[src/rtl/spectral_fifo_pkg.sv]
package spectral_fifo_pkg;

  // register map
  localparam logic [7:0] ADDR_FLICKER_CFG = 8'hD7;
  localparam logic [7:0] ADDR_CHAN_SEL    = 8'hFC;
  localparam logic [7:0] ADDR_FILL_LEVEL  = 8'hFD;
  localparam logic [7:0] ADDR_READ_LOW    = 8'hFE;
  localparam logic [7:0] ADDR_READ_HIGH   = 8'hFF;

  // field layout and reset values
  localparam logic [6:0] CFG_FIXED_BITS   = 7'h21;
  localparam logic [7:0] CHAN_SEL_RESET   = 8'h00;
  localparam logic [7:0] CHAN_SEL_MASK    = 8'h7F;
  localparam logic [7:0] ADDR_RESET       = 8'h00;
  localparam int         CFG_FD_BIT       = 7;
  localparam int         SEL_STATUS_BIT   = 0;
  localparam int         SEL_CHAN5_BIT    = 6;
  localparam int         SEL_FLICKER_BIT  = 7;

  // storage geometry
  localparam int ENTRY_W     = 16;
  localparam int RING_DEPTH  = 128;
  localparam int LEVEL_W     = 8;
  localparam int STAGE_DEPTH = 4;
  localparam int NUM_CHAN    = 6;

  // capture items in the order they enter the buffer
  localparam logic [2:0] ITEM_FIRST = 3'h0;
  localparam logic [2:0] ITEM_LAST  = 3'h7;
  localparam logic [2:0] ITEM_STEP  = 3'h1;

  typedef enum logic {
    SEQ_IDLE,
    SEQ_RUN
  } seq_state_t;

endpackage : spectral_fifo_pkg

[src/rtl/stage_fifo.sv]
module stage_fifo #(
  parameter int WIDTH = 16,
  parameter int DEPTH = 4
) (
  input  wire logic             core_clk,
  input  wire logic             resetn,
  input  wire logic             in_valid,
  output logic                  in_ready,
  input  wire logic [WIDTH-1:0] in_data,
  output logic                  out_valid,
  input  wire logic             out_ready,
  output logic      [WIDTH-1:0] out_data
);
  localparam int PW = $clog2(DEPTH);

  logic [WIDTH-1:0] mem [DEPTH];
  logic [PW-1:0]    wr_q;
  logic [PW-1:0]    rd_q;
  logic [PW:0]      count_q;
  logic             push;
  logic             pop;

  assign in_ready  = (count_q != DEPTH[PW:0]);
  assign out_valid = (count_q != '0);
  assign out_data  = mem[rd_q];
  assign push      = in_valid && in_ready;
  assign pop       = out_valid && out_ready;

  always_ff @(posedge core_clk) begin
    if (push) begin
      mem[wr_q] <= in_data;
    end
  end

  // depth is a power of two, so pointers wrap by themselves
  always_ff @(posedge core_clk or negedge resetn) begin
    if (!resetn) begin
      wr_q    <= '0;
      rd_q    <= '0;
      count_q <= '0;
    end else begin
      if (push) wr_q <= wr_q + 1'b1;
      if (pop)  rd_q <= rd_q + 1'b1;
      count_q <= count_q + PW'(0) + {{PW{1'b0}}, push} - {{PW{1'b0}}, pop};
    end
  end

endmodule : stage_fifo

[src/rtl/entry_ring.sv]
module entry_ring
  import spectral_fifo_pkg::*;
#(
  parameter int WIDTH = ENTRY_W,
  parameter int DEPTH = RING_DEPTH,
  parameter int LW    = LEVEL_W
) (
  input  wire logic             core_clk,
  input  wire logic             resetn,
  input  wire logic             push,
  input  wire logic [WIDTH-1:0] push_data,
  input  wire logic             pop,
  output logic      [WIDTH-1:0] head,
  output logic      [LW-1:0]    level,
  output logic                  full
);
  localparam int PW = $clog2(DEPTH);

  logic [WIDTH-1:0] mem [DEPTH];
  logic [PW-1:0]    wr_q;
  logic [PW-1:0]    rd_q;
  logic [LW-1:0]    level_q;
  logic             do_push;
  logic             do_pop;

  assign full    = (level_q == LW'(DEPTH));
  assign do_push = push && !full;
  assign do_pop  = pop && (level_q != '0);
  assign head    = mem[rd_q];
  assign level   = level_q;

  always_ff @(posedge core_clk) begin
    if (do_push) begin
      mem[wr_q] <= push_data;
    end
  end

  always_ff @(posedge core_clk or negedge resetn) begin
    if (!resetn) begin
      wr_q <= '0;
      rd_q <= '0;
    end else begin
      if (do_push) wr_q <= wr_q + 1'b1;
      if (do_pop)  rd_q <= rd_q + 1'b1;
    end
  end

  always_ff @(posedge core_clk or negedge resetn) begin
    if (!resetn) begin
      level_q <= '0;
    end else if (do_push && !do_pop) begin
      level_q <= level_q + 1'b1;
    end else if (do_pop && !do_push) begin
      level_q <= level_q - 1'b1;
    end
  end

endmodule : entry_ring

[src/rtl/spectral_result_fifo.sv]
module spectral_result_fifo
  import spectral_fifo_pkg::*;
#(
  parameter int DEPTH = RING_DEPTH,
  parameter int STAGE = STAGE_DEPTH
) (
  input  wire logic                core_clk,
  input  wire logic                resetn,
  input  wire logic                addr_set,
  input  wire logic [7:0]          addr_in,
  input  wire logic                reg_wr,
  input  wire logic [7:0]          reg_wdata,
  input  wire logic                reg_rd,
  output logic      [7:0]          reg_rdata_q,
  input  wire logic                sample_valid,
  input  wire logic [7:0]          measurement_status_byte,
  input  wire logic [ENTRY_W-1:0]  chan_data [NUM_CHAN],
  input  wire logic [ENTRY_W-1:0]  flicker_raw_data,
  input  wire logic                flicker_detect_enable,
  input  wire logic                overflow_clear,
  output logic                     overflow_flag_q,
  output logic                     buffer_data_interrupt_q,
  output logic                     capture_busy_q
);

  logic [7:0]         addr_ptr_q;
  logic [7:0]         chan_sel_q;
  logic               cfg_fd_q;
  seq_state_t         seq_q;
  logic [2:0]         item_q;
  logic [7:0]         item_sel_q;
  logic [ENTRY_W-1:0] snap_q [8];
  logic               acc_rd;
  logic               acc_any;
  logic               pop_now;
  logic               stage_in_valid;
  logic               stage_in_ready;
  logic               stage_out_valid;
  logic               stage_out_ready;
  logic [ENTRY_W-1:0] stage_out_data;
  logic               drain_fire;
  logic               ring_push;
  logic [ENTRY_W-1:0] ring_head;
  logic [LEVEL_W-1:0] ring_level;
  logic               ring_full;
  logic [7:0]         rdata_d;
  logic [7:0]         sel_d;
  logic               item_done;

  // ---------------- register pointer ----------------

  assign acc_rd  = reg_rd && !addr_set;
  assign acc_any = (reg_rd || reg_wr) && !addr_set;

  always_ff @(posedge core_clk or negedge resetn) begin
    if (!resetn) begin
      addr_ptr_q <= ADDR_RESET;
    end else if (addr_set) begin
      addr_ptr_q <= addr_in;
    end else if (acc_any) begin
      if (addr_ptr_q == ADDR_READ_HIGH) begin
        addr_ptr_q <= ADDR_READ_LOW;
      end else begin
        addr_ptr_q <= addr_ptr_q + 8'h01;
      end
    end
  end

  // ---------------- writable registers ----------------

  always_ff @(posedge core_clk or negedge resetn) begin
    if (!resetn) begin
      chan_sel_q <= CHAN_SEL_RESET;
    end else if (reg_wr && !addr_set && addr_ptr_q == ADDR_CHAN_SEL) begin
      chan_sel_q <= reg_wdata & CHAN_SEL_MASK;
    end
  end

  // the low seven bits of the flicker config are fixed; writes there
  // are dropped so a careless host cannot disturb them
  always_ff @(posedge core_clk or negedge resetn) begin
    if (!resetn) begin
      cfg_fd_q <= 1'b0;
    end else if (reg_wr && !addr_set && addr_ptr_q == ADDR_FLICKER_CFG) begin
      cfg_fd_q <= reg_wdata[CFG_FD_BIT];
    end
  end

  // ---------------- read side ----------------

  // the entry is consumed on the high byte; a lone low-byte read leaves it
  assign pop_now = acc_rd && addr_ptr_q == ADDR_READ_HIGH
                   && ring_level != '0;

  always_comb begin
    rdata_d = 8'h00;
    case (addr_ptr_q)
      ADDR_FLICKER_CFG: rdata_d = {cfg_fd_q, CFG_FIXED_BITS};
      ADDR_CHAN_SEL:    rdata_d = chan_sel_q;
      ADDR_FILL_LEVEL:  rdata_d = ring_level;
      ADDR_READ_LOW: begin
        if (ring_level != '0) rdata_d = ring_head[7:0];
      end
      ADDR_READ_HIGH: begin
        if (ring_level != '0) rdata_d = ring_head[15:8];
      end
      default:          rdata_d = 8'h00;
    endcase
  end

  always_ff @(posedge core_clk or negedge resetn) begin
    if (!resetn) begin
      reg_rdata_q <= 8'h00;
    end else if (acc_rd) begin
      reg_rdata_q <= rdata_d;
    end
  end

  // ---------------- capture sequencer ----------------

  always_comb begin
    sel_d = chan_sel_q;
    sel_d[SEL_STATUS_BIT] = chan_sel_q[SEL_STATUS_BIT];
    sel_d[SEL_CHAN5_BIT] = chan_sel_q[SEL_CHAN5_BIT]
                           && !flicker_detect_enable;
    sel_d[SEL_FLICKER_BIT] = cfg_fd_q && flicker_detect_enable;
  end

  // a sample that arrives while the previous one is still draining is
  // skipped whole; partial sets would desynchronise the host's parsing
  always_ff @(posedge core_clk or negedge resetn) begin
    if (!resetn) begin
      item_sel_q <= 8'h00;
    end else if (seq_q == SEQ_IDLE && sample_valid) begin
      item_sel_q <= sel_d;
    end
  end

  always_ff @(posedge core_clk) begin
    if (seq_q == SEQ_IDLE && sample_valid) begin
      snap_q[0] <= {8'h00, measurement_status_byte};
      for (int i = 0; i < NUM_CHAN; i++) begin
        snap_q[i+1] <= chan_data[i];
      end
      snap_q[7] <= flicker_raw_data;
    end
  end

  assign stage_in_valid = (seq_q == SEQ_RUN) && item_sel_q[item_q];
  assign item_done = (seq_q == SEQ_RUN)
                     && (!item_sel_q[item_q] || stage_in_ready);

  always_ff @(posedge core_clk or negedge resetn) begin
    if (!resetn) begin
      seq_q  <= SEQ_IDLE;
      item_q <= ITEM_FIRST;
    end else begin
      case (seq_q)
        SEQ_IDLE: begin
          item_q <= ITEM_FIRST;
          if (sample_valid && sel_d != 8'h00) seq_q <= SEQ_RUN;
        end
        SEQ_RUN: begin
          if (item_done) begin
            item_q <= item_q + ITEM_STEP;
            if (item_q == ITEM_LAST) seq_q <= SEQ_IDLE;
          end
        end
        default: seq_q <= SEQ_IDLE;
      endcase
    end
  end

  always_ff @(posedge core_clk or negedge resetn) begin
    if (!resetn) begin
      capture_busy_q <= 1'b0;
    end else begin
      capture_busy_q <= (seq_q == SEQ_RUN);
    end
  end

  // ---------------- staging and storage ----------------

  // the ring has one port pair; holding the stage during a pop keeps
  // push and pop from racing on the level in the same cycle
  assign stage_out_ready = !pop_now;
  assign drain_fire = stage_out_valid && stage_out_ready;
  assign ring_push  = drain_fire && !ring_full;

  stage_fifo #(
    .WIDTH (ENTRY_W),
    .DEPTH (STAGE)
  ) u_stage (
    .core_clk  (core_clk),
    .resetn    (resetn),
    .in_valid  (stage_in_valid),
    .in_ready  (stage_in_ready),
    .in_data   (snap_q[item_q]),
    .out_valid (stage_out_valid),
    .out_ready (stage_out_ready),
    .out_data  (stage_out_data)
  );

  entry_ring #(
    .WIDTH (ENTRY_W),
    .DEPTH (DEPTH),
    .LW    (LEVEL_W)
  ) u_ring (
    .core_clk  (core_clk),
    .resetn    (resetn),
    .push      (ring_push),
    .push_data (stage_out_data),
    .pop       (pop_now),
    .head      (ring_head),
    .level     (ring_level),
    .full      (ring_full)
  );

  // set wins over a clear in the same cycle
  always_ff @(posedge core_clk or negedge resetn) begin
    if (!resetn) begin
      overflow_flag_q <= 1'b0;
    end else if (drain_fire && ring_full) begin
      overflow_flag_q <= 1'b1;
    end else if (overflow_clear) begin
      overflow_flag_q <= 1'b0;
    end
  end

  always_ff @(posedge core_clk or negedge resetn) begin
    if (!resetn) begin
      buffer_data_interrupt_q <= 1'b0;
    end else begin
      buffer_data_interrupt_q <= (ring_level != '0);
    end
  end
endmodule : spectral_result_fifo

[config.mk]
export PLATFORM = sky130hd
export DESIGN_NAME = spectral_result_fifo
export DESIGN_NICKNAME = d
export VERILOG_FILES = /design/src/rtl/spectral_fifo_pkg.sv /design/src/rtl/stage_fifo.sv /design/src/rtl/entry_ring.sv /design/src/rtl/spectral_result_fifo.sv
export SDC_FILE = /design/constraint.sdc
export NUM_CORES = 2
export LEC_CHECK = 0
export ABC_CLOCK_PERIOD_IN_PS = 5250
export BUFFER_PORTS_ARGS = -buffer_cell sky130_fd_sc_hd__buf_2
export CAP_MARGIN = 20
export CORE_AREA = 2 2 418 420
export DETAILED_ROUTE_END_ITERATION = 8
export DIE_AREA = 0 0 420 422
export PLACE_DENSITY_LB_ADDON = 0.05
export SLEW_MARGIN = 10
export SYNTH_ARGS = -nofsm -noshare
export SYNTH_HDL_FRONTEND = slang
export SYNTH_SLANG_ARGS = --single-unit
[constraint.sdc]
create_clock -name core_clk -period 5.25 [get_ports core_clk]
set_input_delay 0.7875 -clock core_clk [delete_from_list [all_inputs] [get_ports core_clk]]
set_output_delay 0.7875 -clock core_clk [all_outputs]
set_load 0.05 [all_outputs]
-- After elaboration in Yosys (flattened, before gate mapping)
Memories as Yosys holds them, arrays and structs flattened.
Cells that the tools add are included.
- output and inout port bits: 11
- bits in writable memories: 2240
- logic and storage cells: 100
- flip-flop bits (word level): 68
- memories: 3
- memories (name ; depth ; width ; read ports ; clocked after Yosys merged registers in ; wr ports ; line ; text):
    u_ring.mem ; 128 ; 16 ; 1 ; 0 ; 1 ; entry_ring.sv:19 ; logic [WIDTH-1:0] mem [DEPTH];
    snap_q ; 8 ; 16 ; 1 ; 0 ; 8 ; spectral_result_fifo.sv:32 ; logic [ENTRY_W-1:0] snap_q [8];
    u_stage.mem ; 4 ; 16 ; 1 ; 0 ; 1 ; stage_fifo.sv:16 ; logic [WIDTH-1:0] mem [DEPTH];
- bitwise operators: 1
- reduce and logical (&&, ||, !) cells: 36
- equality and inequality tests: 9
- add/subtract/negate cells: 10
- muxes and demuxes: 24
- $lt $le $gt $ge: 1
- operator list (cell ; count):
    $mux 8 ; 7
    $eq 8x8->1 const B ; 6
    $pmux 8 s5 ; 1
    $logic_and 1x1->1 ; 21
    $add 8x1->8 const B ; 2
    $reduce_bool 8->1 ; 2
    $add 7x1->7 const B ; 2
    $mux 1 ; 12
    $sub 8x1->8 const B ; 1
    $logic_not 1->1 ; 7
    $pmux 3 s2 ; 1
    $reduce_bool 2->1 ; 3
    $add 2x1->2 const B ; 2
    $lt 3x4->1 const B ; 1
    $add 3x1->3 ; 1
    $add 3x1->3 const B ; 1
    $bmux 1 s3 ; 1
    $eq 3x3->1 const B ; 1
    $mux 3 ; 1
    $ne 3x3->1 const B ; 1
    $reduce_bool 3->1 ; 1
    $sub 3x1->3 ; 1
    $logic_or 1x1->1 ; 2
    $ne 2x1->1 const B ; 1
    2 further kinds ; 2

-- Logic depth before layout (Yosys ltp)
- depth after elaboration: 12
- gate-level depth with buffers: 16
- depth with buffers taken out: 15

-- Modules after synthesis
Synthesis repeated with hierarchy kept, for this count alone.
- cell total of the unflattened synthesis: 4071
- area total of the unflattened synthesis: 89330.7 µm²
- modules (own cells, without submodules) (module ; cells an instance ; times used ; area an instance (µm²) ; seq. area each (µm²)):
    entry_ring ; 3513 ; 1 ; 79789.0 ; 62049.5
    spectral_result_fifo ; 432 ; 1 ; 6729.0 ; 4579.4
    stage_fifo ; 126 ; 1 ; 2812.7 ; 2097.0

-- Worst setup path after synthesis
No wires, ideal clock.
- path kind: input port to flip-flop
- from: in sample_valid
- to: mem snap_q[0][0], enable pin
- setup slack: 1.375 ns
- stages: 3
- arrival: 3.402 ns
- cell sequence: nand2b_1 > clkbuf_1 > inv_1
- RTL lines (element ; line ; text):
    start: declaration ; spectral_result_fifo.sv:15 ; input wire logic sample_valid,
    end: declaration ; spectral_result_fifo.sv:32 ;

-- Worst setup path after layout
- from: reg addr_ptr_q[1]
- to: reg u_ring.level_q[7], in the netlist u_ring.level[7]
- word-level cells in the longest chain between the ends: 10
- elaborated cells on any way between the ends: 14
- RTL lines (element ; line ; text):
    start: declaration ; spectral_result_fifo.sv:26 ; logic [7:0] addr_ptr_q;
    start signal: assignment ; spectral_result_fifo.sv:59 ; addr_ptr_q <= addr_in;
    start signal: assignment ; spectral_result_fifo.sv:64 ; addr_ptr_q <= addr_ptr_q + 8'h01;
    $eq 8x8->1 (*) ; spectral_result_fifo.sv:92 ; assign pop_now = acc_rd && addr_ptr_q == ADDR_READ_HIGH
    $logic_and 1x1->1 (*) ; spectral_result_fifo.sv:92 ;
    $logic_and 1x1->1 (*) ; spectral_result_fifo.sv:93 ; && ring_level != '0;
    $logic_not 1->1 ; spectral_result_fifo.sv:186 ; assign stage_out_ready = !pop_now;
    $logic_and 1x1->1 ; spectral_result_fifo.sv:187 ; assign drain_fire = stage_out_valid && stage_out_ready;
    $logic_and 1x1->1 ; spectral_result_fifo.sv:188 ; assign ring_push = drain_fire && !ring_full;
    $logic_and 1x1->1 ; entry_ring.sv:27 ; assign do_push = push && !full;
    $logic_not 1->1 ; entry_ring.sv:53 ; end else if (do_pop && !do_push) begin
    $logic_and 1x1->1 ; entry_ring.sv:53 ;
    $reduce_bool 2->1 (no source line) ; n/a ;
    end signal: assignment ; entry_ring.sv:52 ; level_q <= level_q + 1'b1;
    end signal: assignment ; entry_ring.sv:54 ; level_q <= level_q - 1'b1;
    end: declaration ; entry_ring.sv:22 ; logic [LW-1:0] level_q;
Every way passes the cells marked *; elsewhere a longest branch is shown, timed or not.
A chain may end at the register's enable or synchronous reset.

==> flow_metrics.env <==
export IMPL_outcome="completed"
export IMPL_area_growth_pct=14.05
export IMPL_synth_avg_cell_area_um2=21.58
export IMPL_routabilityCongestion=0.8689
export IMPL_nets=4731
export IMPL_final_common_cell="edfxtp_1"
export IMPL_synthSimpleGateAreaFrac_pct=2.176
export IMPL_fin_cells=7085
export IMPL_whs_ns=0.09742
export IMPL_worst_slack_ns=0.7979
export IMPL_vdd_ir_drop_max_uv=438.8
export IMPL_wl_per_cell_um=32.99
export IMPL_cp_required_ns=6.04
export IMPL_synth_ff_type="edfxtp_1"
export IMPL_cts_htree_levels=4
export IMPL_ys_ff_latch=2300
export IMPL_die_height_um=422
export IMPL_synth_xor_area_share_pct=0.2454
export IMPL_synth_fp_nets=4301
export IMPL_rows=153
export IMPL_seq_area_um2=68740
export IMPL_vias=44139
export IMPL_cts_setup_buffers=0
export IMPL_wl_um=233700
export IMPL_wl_met2_um=110600
export IMPL_cts_root_buffer="clkbuf_16"
export IMPL_critPathLaunchType="register"
export IMPL_fin_worst_skew_ns=0.05472
export IMPL_layout_min_cycle_time_ns=4.452
export IMPL_finalPower_mw=50.40
export IMPL_netlist_instances=4134
export IMPL_synth_edff_count=2232
export IMPL_cts_tree="built"
export IMPL_cp_arrival_ns=5.24
export IMPL_async_flop_share_pct=2.957
export IMPL_route_met3_wl_um=17450
export IMPL_die_w_um=420
export IMPL_grt_overflow=0
export IMPL_seq_area_frac_synth_pct=77.03
export IMPL_drc=0
export IMPL_critical_path_class="reg -> reg"
export IMPL_syn_area_um2=89220
export IMPL_die_area_um2=177200
export IMPL_p_leak_nw=32.16
export IMPL_hp_class="in -> reg"
export IMPL_start_util_pct=51.61
export IMPL_fillers=12583
export IMPL_placed_area_um2=94130
export IMPL_multiInputGateArea_um2=19330
export IMPL_synthMuxAreaShare_pct=15.99
export IMPL_grt_max_degree=106
export IMPL_grt_pass1_vias=44457
export IMPL_final_hold_viol_count=0
export IMPL_top_layer="met5"
export IMPL_power_density_nw_per_um2=495.2
export IMPL_finalCritPeriodShare_pct=84.80
export IMPL_io_buffers=154
export IMPL_antenna_found_initial=9
export IMPL_track_usage_pct=26.73
export IMPL_numCtsBuffers=230
export IMPL_maxSlewHeadroom_pct=20.33
export IMPL_critPathCaptureType="register"
export IMPL_ys_warn_count=0
export IMPL_yosysUniqueCellTypes=78
export IMPL_rsz0062_at_grt="false"
export IMPL_tightestPinTransition_ns=1.195
export IMPL_fmax_mhz=224.6
export IMPL_postRouteAntennaNets=0
export IMPL_worst_skew_pair_late_latency_ns=0.88
export IMPL_core_area_um2=172900
export IMPL_clk_pin_slew_ns=0.06
export IMPL_final_cell_mix="edfxtp_1, mux4_2, buf_4, clkbuf_16, mux2i_1"
export IMPL_via_per_inst=6.230
export IMPL_numClockSinks=2300
export IMPL_clock_path_buffers=3
export IMPL_layout_drive_gt1_share_pct=28.80
export IMPL_fin_util_pct=58.87
export IMPL_synth_compound_area_share_pct=2.814
export IMPL_setup_viol=0
export IMPL_first_pass_iters=5
export IMPL_dp_hpwl_um=141700
export IMPL_drt_iter0_markers=5570
export IMPL_dp_cells=6654
export IMPL_crit_fanout=13
export IMPL_maxCapViolCount=0
export IMPL_wl_met1_um=98340
export IMPL_fin_area_um2=101800
export IMPL_pre_cts_ws_ns=0.8781
export IMPL_grt_pass1_wl_um=334000
export IMPL_ios=155
export IMPL_tns_ns=0
export IMPL_drv_slew=0
export IMPL_synth_top_family_by_area="multiplexers"
export IMPL_synth_adder_area_share_pct=0.3394
-- cell type report --
| class | instances | share of cell area [%] |
|---|---|---|
| diodes | 3 | 0.007377 |
| clock buffers | 281 | 5.915 |
| clock inverters | 144 | 1.533 |
| inverters | 26 | 0.1057 |
| multi-input cells | 1578 | 19.00 |
| flip-flops and latches | 2300 | 67.56 |
| well taps | 2325 | 2.859 |
| repair buffers | 428 | 3.025 |
-- sequential cells by signal (all words and copies together) (netlist names), 7 cells and up --
register	cells
addr_ptr_q	8
chan_sel_q	7
u_ring.level	8
u_ring.mem	2048
u_ring.wr_q	7
u_stage.mem	64
u_ring.rd_q	7
reg_rdata_q	8
snap_q	120
item_sel_q	8
-- cell usage after synthesis, types with 3 or more instances --
| cell | number | area (um^2) |
|---|---|---|
| a211oi_1 | 21 | 157.7 |
| dfrtp_1 | 68 | 1702 |
| buf_6 | 12 | 135.1 |
| mux4_2 | 537 | 12090 |
| o311ai_0 | 3 | 26.28 |
| nand4_1 | 5 | 31.28 |
| mux2_2 | 43 | 484.2 |
| edfxtp_1 | 2232 | 67020 |
| o22a_1 | 8 | 70.07 |
| a31oi_1 | 13 | 81.33 |
| xor2_1 | 7 | 61.31 |
| nor2_1 | 177 | 664.4 |
| nor2b_1 | 19 | 118.9 |
| nand2_1 | 107 | 401.6 |
| o221ai_1 | 31 | 271.5 |
| o31ai_1 | 7 | 52.55 |
| a221oi_1 | 20 | 175.2 |
| inv_1 | 22 | 82.58 |
| buf_2 | 56 | 280.3 |
| buf_1 | 23 | 86.33 |
| a22oi_1 | 35 | 262.8 |
| o21ai_0 | 75 | 375.4 |
| o21bai_1 | 3 | 22.52 |
| o22ai_1 | 26 | 162.7 |
| buf_4 | 35 | 262.8 |
| and2_1 | 20 | 125.1 |
| o32ai_1 | 3 | 26.28 |
| or3_1 | 6 | 37.54 |
| and3_1 | 4 | 25.02 |
| xnor2_1 | 18 | 157.7 |
| a211o_1 | 6 | 52.55 |
| nand2b_1 | 4 | 25.02 |
| nand3_1 | 27 | 135.1 |
| mux2i_1 | 169 | 1692 |
| a21o_1 | 3 | 22.52 |
| nor3_1 | 16 | 80.08 |
| a22o_1 | 9 | 78.83 |
| a2111oi_0 | 16 | 140.1 |
| ha_1 | 21 | 262.8 |
| or4_1 | 3 | 22.52 |
| clkbuf_1 | 104 | 390.4 |
| nor4_1 | 8 | 50.05 |
| o211ai_1 | 5 | 37.54 |
| a21oi_1 | 56 | 280.3 |
-- final timing paths --
kind	from	to	slack, ns	depth (start not counted)
hold / removal	flicker_raw_data[14]	snap_q[7][14]$_DFFE_PP_	0.1	1
min in group asynchronous	resetn	u_stage.wr_q[0]$_DFFE_PN0P_	0.43	2
setup reg to reg	addr_ptr_q[1]$_DFFE_PN0P_	u_ring.level[7]$_DFFE_PN0P_	0.80	15
setup / recovery	addr_ptr_q[1]$_DFFE_PN0P_	u_ring.level[7]$_DFFE_PN0P_	0.80	15
max in group asynchronous	resetn	u_ring.rd_q[1]$_DFFE_PN0P_	3.85	3
hold reg to reg	item_sel_q[7]$_DFFE_PN0P_	item_sel_q[7]$_DFFE_PN0P_	0.48	2
-- repair_timing --
item / in CTS / in global routing
resized for setup: 0 / 0
hold endpoints to repair: 33 / 0
hold buffers: 1 / 0
-- kinds of logic (layout without fill, tap and decap cells) --
family / after synthesis / in the layout
flip-flops: 2300 / 2300
multiplexers: 749 / 749
AND/OR/NAND/NOR: 417 / 417
AO/OA/AOI/OAI: 364 / 364
buffers and inverters: 256 / 879
XOR/XNOR: 25 / 25
adder cells (fa/ha/maj): 23 / 23
other: 0 / 3
-- power by group --
part	internal, mW	switching (mW)	total, mW
logic	3.06	6.58	9.64
registers	23.7	0.488	24.2
clock network	9.60	6.93	16.5
-- worst max-delay path: stages, from the launching register on --
cell,delay [ns]
dfrtp_1,0.43
ha_1,0.25
nand3_1,0.15
nor3_1,0.49
and3_4,0.42
inv_1,0.23
ha_1,0.27
inv_1,0.25
ha_1,0.29
a21o_1,0.18
a21oi_1,0.23
o21bai_1,0.12
a2111oi_0,0.56
o31ai_1,0.16
a21oi_1,0.20
xnor2_1,0.13
-- layer usage --
| metal | vias to the layer above | GRT usage [%] |
|---|---|---|
| li1 | 18216 | - |
| met1 | 23797 | 39.45 |
| met2 | 1758 | 41.07 |
| met3 | 362 | 4.705 |
| met4 | 6 | 8.327 |
| met5 | - | 0 |
Note: power is estimated with default switching activity, not from simulation.
